$ cat config.mk
export PLATFORM = sky130hd
export DESIGN_NAME = ucs_ctrl_status
export DESIGN_NICKNAME = d
export VERILOG_FILES = /design/src/ucs_pkg.sv /design/src/ucs_rxq_if.sv /design/src/ucs_rx_queue.sv /design/src/ucs_ctrl_status.sv
export SDC_FILE = /design/constraint.sdc
export NUM_CORES = 1
export LEC_CHECK = 0
export BUFFER_PORTS_ARGS = -buffer_cell sky130_fd_sc_hd__buf_4
export CAP_MARGIN = 20
export CELL_PAD_IN_SITES_DETAIL_PLACEMENT = 0
export CELL_PAD_IN_SITES_GLOBAL_PLACEMENT = 1
export CORE_ASPECT_RATIO = 0.75
export CORE_MARGIN = 2
export CORE_UTILIZATION = 45
export DETAILED_ROUTE_END_ITERATION = 12
export HOLD_SLACK_MARGIN = 0.08
export PLACE_DENSITY_LB_ADDON = 0.05
export SYNTH_ARGS = -nofsm -noshare
export SYNTH_HDL_FRONTEND = slang
export SYNTH_SLANG_ARGS = --single-unit
$ cat constraint.sdc
create_clock -name ref_clk_i -period 3.9 [get_ports ref_clk_i]
set_clock_uncertainty 0.1 [all_clocks]
set_input_delay 0.585 -clock ref_clk_i [delete_from_list [all_inputs] [get_ports ref_clk_i]]
set_output_delay 0.585 -clock ref_clk_i [all_outputs]
set_load 0.01 [all_outputs]
$ cat src/ucs_pkg.sv
// Shared constants for the serial port control and status block
package ucs_pkg;

    // Register addresses
    localparam logic [7:0] CTL_ADDR = 8'h98;
    localparam logic [7:0] BUF_ADDR = 8'h99;

    // Bit positions inside serial_port_control_status
    localparam int OVR_BIT = 7;
    localparam int PERR_BIT = 6;
    localparam int THRE_BIT = 5;
    localparam int REN_BIT = 4;
    localparam int TBX_BIT = 3;
    localparam int RBX_BIT = 2;
    localparam int TI_BIT = 1;
    localparam int RI_BIT = 0;

    // Reset value of the control and status register
    localparam logic [7:0] CTL_RESET = 8'h20;

    // Parity type encodings
    localparam logic [1:0] PAR_ODD = 2'h0;
    localparam logic [1:0] PAR_EVEN = 2'h1;
    localparam logic [1:0] PAR_MARK = 2'h2;
    localparam logic [1:0] PAR_SPACE = 2'h3;

    // Receive queue geometry: data byte plus extra bit
    localparam int RXQ_WIDTH = 9;
    localparam int RXQ_DEPTH = 2;
    localparam logic [1:0] RXQ_FULL = 2'h2;

endpackage : ucs_pkg

$ cat src/ucs_rxq_if.sv
// Handshake bundle between the register block and its receive queue
`timescale 1ns/1ps
interface ucs_rxq_if;
    logic in_valid;
    logic in_ready;
    logic [ucs_pkg::RXQ_WIDTH-1:0] in_data;
    logic out_valid;
    logic out_ready;
    logic [ucs_pkg::RXQ_WIDTH-1:0] out_data;

    modport ctrl (
        output in_valid,
        output in_data,
        output out_ready,
        input in_ready,
        input out_valid,
        input out_data
    );

    modport queue (
        input in_valid,
        input in_data,
        input out_ready,
        output in_ready,
        output out_valid,
        output out_data
    );
endinterface : ucs_rxq_if

$ cat src/ucs_rx_queue.sv
// Two-entry receive queue with valid and ready on both sides
`timescale 1ns/1ps
module ucs_rx_queue (
    // Clock and reset
    input wire logic ref_clk_i,
    input wire logic rstn_i,
    input wire logic ce_i,
    // Queue ports
    ucs_rxq_if.queue q
);

    typedef struct packed {
        logic [ucs_pkg::RXQ_DEPTH-1:0][ucs_pkg::RXQ_WIDTH-1:0] mem;
        logic wr_ptr;
        logic rd_ptr;
        logic [1:0] count;
    } ucs_rxq_state_type;

    ucs_rxq_state_type st_ff;
    ucs_rxq_state_type nxt_st;
    logic push;
    logic pop;

    assign q.in_ready = (st_ff.count != ucs_pkg::RXQ_FULL);
    assign q.out_valid = (st_ff.count != 2'h0);
    assign q.out_data = st_ff.mem[st_ff.rd_ptr];

    always_comb
    begin
        nxt_st = st_ff;
        push = q.in_valid && q.in_ready;
        pop = q.out_valid && q.out_ready;
        if (push)
        begin
            nxt_st.mem[st_ff.wr_ptr] = q.in_data;
            nxt_st.wr_ptr = ~st_ff.wr_ptr;
        end
        if (pop)
        begin
            nxt_st.rd_ptr = ~st_ff.rd_ptr;
        end
        case ({push, pop})
            2'b10: nxt_st.count = st_ff.count + 2'h1;
            2'b01: nxt_st.count = st_ff.count - 2'h1;
            default: nxt_st.count = st_ff.count;
        endcase
    end

    always_ff @(posedge ref_clk_i or negedge rstn_i)
    begin
        if (!rstn_i)
            st_ff <= '0;
        else if (ce_i)
            st_ff <= nxt_st;
    end

endmodule : ucs_rx_queue

$ cat src/ucs_ctrl_status.sv
// Serial port control and status register with transmit holding and receive buffer
`timescale 1ns/1ps
module ucs_ctrl_status (
    // Clock, reset, clock enable
    input wire logic ref_clk_i,
    input wire logic rstn_i,
    input wire logic ce_i,
    // Special-function register port
    input wire logic [7:0] sfr_addr_i,
    input wire logic sfr_wr_i,
    input wire logic sfr_bit_wr_i,
    input wire logic [2:0] sfr_bit_sel_i,
    input wire logic sfr_bit_val_i,
    input wire logic [7:0] sfr_wdata_i,
    input wire logic sfr_rd_i,
    output logic [7:0] sfr_rdata_o,
    // Frame format from the mode register
    input wire logic parity_enable_i,
    input wire logic [1:0] parity_type_i,
    input wire logic extra_bit_enable_i,
    input wire logic mce_i,
    // Transmit shifter
    output logic tx_valid_o,
    output logic [7:0] tx_data_o,
    output logic tx_extra_o,
    input wire logic tx_ready_i,
    input wire logic tx_stop_start_i,
    // Receive shifter
    output logic rx_enable_o,
    input wire logic rx_byte_valid_i,
    input wire logic [7:0] rx_data_i,
    input wire logic rx_xbit_i,
    input wire logic rx_stop_ok_i
);

    typedef struct packed {
        logic ovr;
        logic perr;
        logic ren;
        logic tbx;
        logic rbx;
        logic ti;
        logic ri;
        logic hold_valid;
        logic [7:0] hold_data;
        logic tx_extra;
        logic head_valid;
        logic [7:0] head_data;
        logic [7:0] rdata;
    } ucs_ctl_state_type;

    ucs_ctl_state_type st_ff;
    ucs_ctl_state_type nxt_st;
    ucs_rxq_if q ();

    logic ctl_wr;
    logic buf_wr;
    logic buf_rd;
    logic pop;
    logic [7:0] ctl_cur;
    logic [7:0] ctl_new;

    // Parity bit that a byte must carry for the selected type
    function automatic logic par_bit(input logic [7:0] d, input logic [1:0] pt);
        case (pt)
            ucs_pkg::PAR_ODD: par_bit = ~^d;
            ucs_pkg::PAR_EVEN: par_bit = ^d;
            ucs_pkg::PAR_MARK: par_bit = 1'b1;
            default: par_bit = 1'b0;
        endcase
    endfunction : par_bit

    // Byte write replaces all bits, bit write replaces one
    function automatic logic [7:0] merge_wr(input logic [7:0] cur, input logic byte_wr,
                                            input logic [7:0] wd, input logic [2:0] sel,
                                            input logic val);
        merge_wr = cur;
        if (byte_wr)
            merge_wr = wd;
        else
            merge_wr[sel] = val;
    endfunction : merge_wr

    ucs_rx_queue u_rxq (
        .ref_clk_i(ref_clk_i),
        .rstn_i(rstn_i),
        .ce_i(ce_i),
        .q(q.queue)
    );

    assign ctl_wr = (sfr_wr_i || sfr_bit_wr_i) && (sfr_addr_i == ucs_pkg::CTL_ADDR);
    assign buf_wr = sfr_wr_i && (sfr_addr_i == ucs_pkg::BUF_ADDR);
    assign buf_rd = sfr_rd_i && (sfr_addr_i == ucs_pkg::BUF_ADDR);
    assign ctl_cur = {st_ff.ovr, st_ff.perr, ~st_ff.hold_valid, st_ff.ren,
                      st_ff.tbx, st_ff.rbx, st_ff.ti, st_ff.ri};
    assign ctl_new = merge_wr(ctl_cur, sfr_wr_i, sfr_wdata_i, sfr_bit_sel_i, sfr_bit_val_i);

    // Stopped receiver pushes nothing; the queue keeps draining
    assign q.in_valid = rx_byte_valid_i && st_ff.ren && rx_stop_ok_i;
    assign q.in_data = {rx_xbit_i, rx_data_i};
    assign q.out_ready = !st_ff.head_valid || buf_rd;
    assign pop = q.out_valid && q.out_ready;

    always_comb
    begin
        nxt_st = st_ff;
        // Software writes first so that hardware events below win
        if (ctl_wr)
        begin
            nxt_st.ovr = ctl_new[ucs_pkg::OVR_BIT];
            nxt_st.perr = ctl_new[ucs_pkg::PERR_BIT];
            nxt_st.ren = ctl_new[ucs_pkg::REN_BIT];
            nxt_st.tbx = ctl_new[ucs_pkg::TBX_BIT];
            nxt_st.rbx = ctl_new[ucs_pkg::RBX_BIT];
            nxt_st.ti = ctl_new[ucs_pkg::TI_BIT];
            nxt_st.ri = ctl_new[ucs_pkg::RI_BIT] || (st_ff.ri && q.out_valid);
        end
        // Holding register; THRE is its inverse and has no storage of its own
        if (st_ff.hold_valid && tx_ready_i)
            nxt_st.hold_valid = 1'b0;
        if (buf_wr)
        begin
            nxt_st.hold_valid = 1'b1;
            nxt_st.hold_data = sfr_wdata_i;
        end
        if (tx_stop_start_i)
            nxt_st.ti = 1'b1;
        if (rx_byte_valid_i && st_ff.ren && rx_stop_ok_i)
        begin
            if (!q.in_ready)
                nxt_st.ovr = 1'b1;
            else if (!mce_i || rx_xbit_i)
                nxt_st.ri = 1'b1;
        end
        // Head of the receive buffer is the byte software reads
        if (buf_rd)
            nxt_st.head_valid = 1'b0;
        if (pop)
        begin
            nxt_st.head_valid = 1'b1;
            nxt_st.head_data = q.out_data[7:0];
            nxt_st.rbx = q.out_data[8];
            if (parity_enable_i && (q.out_data[8] != par_bit(q.out_data[7:0], parity_type_i)))
                nxt_st.perr = 1'b1;
        end
        // Extra bit is parity when parity is enabled, else the register when the extra bit is enabled, else zero
        if (parity_enable_i)
            nxt_st.tx_extra = par_bit(nxt_st.hold_data, parity_type_i);
        else if (extra_bit_enable_i)
            nxt_st.tx_extra = nxt_st.tbx;
        else
            nxt_st.tx_extra = 1'b0;
        if (sfr_rd_i && (sfr_addr_i == ucs_pkg::CTL_ADDR))
            nxt_st.rdata = ctl_cur;
        else if (buf_rd)
            nxt_st.rdata = st_ff.head_data;
        else if (sfr_rd_i)
            nxt_st.rdata = 8'h00;
    end

    always_ff @(posedge ref_clk_i or negedge rstn_i)
    begin
        if (!rstn_i)
            st_ff <= '0;
        else if (ce_i)
            st_ff <= nxt_st;
    end

    assign sfr_rdata_o = st_ff.rdata;
    assign tx_valid_o = st_ff.hold_valid;
    assign tx_data_o = st_ff.hold_data;
    assign tx_extra_o = st_ff.tx_extra;
    assign rx_enable_o = st_ff.ren;
endmodule : ucs_ctrl_status

Word level (Yosys, flattened, before mapping). Index checks and enable logic that the tools add are counted.

Bits in registers: 56. Bits of input ports: 44. Output and inout bits: 19. Word-level logic and storage cells: 108.

$add $sub $neg: 2. Order comparisons: 5. Equality and inequality tests: 8. Multiplexer cells: 32. Bitwise gates (word level): 3. Reductions and logical operators: 40.

Operators with widths (number): $mux W9 (5); $mux W8 (4); $bwmux W18 (1); $reduce_and A2 Y1 (9); $eq A8 B8 Y1 const B (2); $reduce_xnor A8 Y1 (2); $reduce_xor A8 Y1 (2); $mux W1 (15); $logic_and A1 B1 Y1 (13); $reduce_bool A2 Y1 (6); $demux W9 S1 (1); $bwmux W8 (1); $mux W7 (1); $pmux W1 S3 (2); $eq A2 B1 Y1 const B (2); $eq A2 B2 Y1 const B (2); $logic_or A1 B1 Y1 (4); $lt A1 B2 Y1 const B (2); $lt A3 B4 Y1 const B (1); $pmux W2 S2 (1); $demux W1 S3 (1); $ge A3 B1 Y1 const B (1); $not A1 Y1 (3); $reduce_bool A3 Y1 (1); 7 further kinds (8).

Logic depth before layout (Yosys ltp).
Word-level depth: 11. Gate-level depth with buffers: 8. Gate-level depth less buffers: 7.

Modules after synthesis. A second synthesis with hierarchy kept.

Cells, all modules: 290. Area, all modules: 3165.5 um2.

By module, submodules not included: ucs_ctrl_status (times used 1, cells an instance 223, area an instance 2122.0 um2, seq. area each 850.8 um2); ucs_rx_queue (times used 1, cells an instance 67, area an instance 1043.5 um2, seq. area each 550.5 um2).

Least setup slack after synthesis. No wires, ideal clock.

Kind: input -> register. Start: input port sfr_addr_i[6]. End: register u_rxq.st_ff[1] (netlist name). Setup time: 0.079 ns. Arrival: 2.048 ns. Required time: 3.721 ns. Path slack: 1.673 ns. Cell stages on the path: 8. Path buffers: 1. Cells stage by stage: and4bb_2 and3_4 buf_6 o22a_4 ha_1 nand2b_1 nor2_1 xor2_1.

Longest elaborated chain between the ends: 7. Elaborated cells between the ends (all ways): 9. Classes of those cells: eq/ne: 3; mux: 1; reduce/logical: 5.

RTL lines: start, declared (line ucs_ctrl_status.sv:9) `input wire logic [7:0] sfr_addr_i,`; $eq A8 B8 Y1 * (line ucs_ctrl_status.sv:93) `assign buf_rd = sfr_rd_i && (sfr_addr_i == ucs_pkg::BUF_ADDR);`; $logic_and A1 B1 Y1 * (line ucs_ctrl_status.sv:93); $logic_or A1 B1 Y1 * (line ucs_ctrl_status.sv:101) `assign q.out_ready = !st_ff.head_valid || buf_rd;`; $logic_and A1 B1 Y1 * (line ucs_rx_queue.sv:32) `pop = q.out_valid && q.out_ready;`; $eq A2 B2 Y1 / $eq A2 B1 Y1 (equally long branches) (line ucs_rx_queue.sv:42) `case ({push, pop})`; $reduce_bool A2 Y1 (no source line); $reduce_and A2 Y1 (no source line); end signal, assigned (line ucs_rx_queue.sv:54) `st_ff <= nxt_st;`; end, declared (line ucs_rx_queue.sv:19) `ucs_rxq_state_type st_ff;`.

Mark *: on every way between the ends. The rest lies on a longest branch, timed or not. A chain may end at the register's enable or synchronous reset.

Worst setup path in the final report. Ends and elaborated chain as after synthesis.

==> results.md <==
* Status: finished clean
* Crit Reg-Reg Startpoint: u_rxq.st_ff[2]$_DFFE_PN0P_
* Clk_lat worst skew at roughly 310 ps
* Total Routing Usage GR at 18.7%
* Die area at 0.00771 sq mm
* Clock power share at 25.7%
* N_diodes at 0
* Syn Std Cell Area at 0.00316 sq mm
* Post-synth ARST share at 100%
* CTS tree: built
* Worst r2r dst: ctl_cur[6]$_DFFE_PN0P_
* Grt ovf at 0
* Fin crit share at 53.6%
* Final setup violation count at 0
* Element type at the critical path end: flop
* Starting Density at 46.4%
* Pwr Total at approximately 1.2 mW
* RSZ-0062 raised after global routing: false
* GPL Wtd Cong at 0.816
* CTS clk-pin slew, worst paths at 100 ps
* Area share of the largest cell type after synthesis at approximately 44%
* Post-CTS setup repair buffer count at 0
* R2r setup slk at 1860 ps
* Root buffer cell: clkbuf_8
* Core box area at 0.00680 sq mm
* Total Nets Final at slightly below 400
* P_sw at ~0.37 mW
* Area occupied by multi-input gates at approximately 0.0015 sq mm
* Mean Syn Cell Area at 10.4 sq um
* Min Tclk post-route at 2090 ps
* Worst-case clock buffer depth at 2
* Synthesis Warnings at 0
* Largest net degree at the start of global routing at between 50 and 60
* Critical path required time at between 4000 and 5000 ps
* CP max FO at 9
* Port Buffers at 62
* Initial antenna violation count at 0
* DRC errors left at 0
* DR iter-0 viols at 88
* Max-slew violations at 0
* Vias/cell at ~5.2
* Worst Tran Pin Value at 756 ps
* # IOs at 63
* Fin. Hold Viols at 0
* Worst r2r path cells at 5
* Post-DRT Antenna Nets at 0
* Synth Flop Type: dfrtp_1
* First-pass GRT wire length at 11200 microns
* Pleak at about 1.7 nW
* Dpl hpwl at 5180 microns
* Combinational fraction of design power at 19.9%
* Peak VDD IR at approximately 180 uV
* CP arrival at roughly 2200 ps
* Count leader, synth: dfrtp_1
* P&R area growth vs syn at 14.4%
* Number of enable flip-flop cells after synthesis at 0
* Drt pass-1 iters at 4
* Worst setup SP type: input pin
* Internal power at just under 0.9 mW
* Max_slew headroom at around 50%
* Post-CTS Resized at 0
* Seq/Total Area, Yosys at 44.4%
* # rows at 26
* Commonest cells in the netlist: dfrtp_1 (56), nand2_1 (38), mux2_2 (25)
* Setup CP Type: input pin to flop
* Number of vias in the routed layout at around 2200
* Hold_buf cts at 0
* Worst hold path type: input pin to async pin
* FMAX at 0.478 GHz
* Num CTS Buffers at 5
* Pwr dens at 346 mW/mm^2
* Setup_tns at 0 ps
* Fillers at 640
* Area leader, netlist: dfrtp_1
* Die width at 101 microns
* Top post-synthesis cells by area: dfrtp_1 (44%), mux2_2 (8.9%), xnor2_1 (5.6%), nand2_1 (4.5%), mux2i_1 (4.1%)
* Vias in the first global route at 2083
* Sequential cell area at between 0.001 and 0.0015 sq mm
* Share of layout cells above drive strength 1 at 30.4%
* Die Ht at 76.5 microns
* Switch share at between 20% and 30%
* Syn Inst Count at 302
* Post-Route WL at 6780 microns
* Synth cell types at 50
* Seq cells post-synth at 56
* CTS H-tree depth at 2
* Max-cap violation count at 0
* Seq pwr share at ~54%
* Synth Net Count at 347
* Wire length per cell at 15.8 microns
* CTS Sinks at 56
==> power by group through the flow <==
stage                     sequential (mW)  combinational, mW  clock (mW)
final                               0.679              0.248       0.321
after global routing                0.691              0.278       0.359
after floorplan                     0.646              0.222           0
after detailed placement            0.690              0.250           0
after CTS                           0.679              0.251       0.337
after global placement              0.691              0.249           0
==> flip-flops by register name (all words and copies together), names as in the netlist <==
| register | cells |
|---|---|
| rx_enable_o | 1 |
| tx_valid_o | 1 |
| tx_extra_o | 1 |
| ctl_cur | 6 |
| st_ff | 9 |
| sfr_rdata_o | 8 |
| u_rxq.st_ff | 22 |
| tx_data_o | 8 |
==> cell type report <==
| type | instances | share of cell area, % |
|---|---|---|
| Clock buffer | 6 | 2.01 |
| Clock inverter | 2 | 0.450 |
| Tap cell | 84 | 2.91 |
| Inverter | 4 | 0.416 |
| Sequential cell | 56 | 38.8 |
| Multi-Input combinational cell | 215 | 42.5 |
| Timing Repair Buffer | 62 | 12.9 |
==> metal layers <==
metal / track usage [%] / vias to the layer above / routed length [microns]
met3: 3.49 / 4 / 298
met5: 0 / - / 0
met1: 32.1 / 1058 / 3870
li1: - / 1129 / -
met2: 23.3 / 52 / 2570
met4: 4.11 / 0 / 36
==> through the flow <==
| step | setup slack, ps | hold slack [ps] | area (sq um) | instances | utilization (%) |
|---|---|---|---|---|---|
| after floorplan | 1670 | 189 | 3160 | 302 | - |
| after global placement | 1550 | 365 | 3520 | 421 | 51.8 |
| after detailed placement | 1500 | 373 | 3520 | 421 | 51.8 |
| after CTS | 1820 | 250 | 3610 | 429 | 53.1 |
| after global routing | 1660 | 273 | 3610 | 429 | 53.1 |
| final | 1810 | 220 | 3610 | 429 | 53.1 |
==> worst max-delay path, cell delays in order <==
cell and delay (ps):
buf_4 100, and4bb_2 370, and3_4 270, o22a_4 200, ha_1 230, nand2b_1 170, nor2_1 140, xor2_1 150
==> cells in the final DEF, fill, tap and decap left out, types with 2 or more instances in the layout <==
master / n
a31oi_1: 5
nor2b_1: 4
inv_1: 4
and3_2: 2
xnor2_1: 20
nand2_1: 38
a22oi_1: 9
o31ai_1: 3
nor2_1: 18
nor3b_1: 2
buf_4: 62
o21ai_0: 12
nand2b_1: 3
o21a_1: 2
mux2_2: 25
o211ai_1: 3
dfrtp_1: 56
mux2i_1: 13
a21oi_1: 5
o21ai_1: 8
nand3_1: 2
o22ai_1: 2
xor2_1: 11
o221ai_1: 3
clkbuf_8: 5
nor3_1: 4
nand4_1: 2
==> logic make-up after synthesis <==
kind of cell	count (synthesis)	share of synthesized area (%)
buf+inv	31	6.94
simple gates	86	13.9
xor+xnor	32	9.12
compound gates	57	11.8
flops	56	44.4
mux	39	13.4
fa+ha+maj	1	0.396
==> worst max-delay path by stage <==
stage / from / to / slack, ps / cells past startpoint
after CTS: sfr_addr_i[6] / u_rxq.st_ff[1]$_DFFE_PN0P_ / 1820 / 8
after detailed placement: sfr_addr_i[6] / u_rxq.st_ff[1]$_DFFE_PN0P_ / 1500 / 8
after global routing: u_rxq.st_ff[2]$_DFFE_PN0P_ / ctl_cur[6]$_DFFE_PN0P_ / 1660 / 5
after floorplan: sfr_addr_i[6] / u_rxq.st_ff[1]$_DFFE_PN0P_ / 1670 / 8
final: sfr_addr_i[6] / u_rxq.st_ff[1]$_DFFE_PN0P_ / 1810 / 8
after global placement: sfr_addr_i[6] / u_rxq.st_ff[1]$_DFFE_PN0P_ / 1550 / 8
Power figures use the tool's default switching activity.
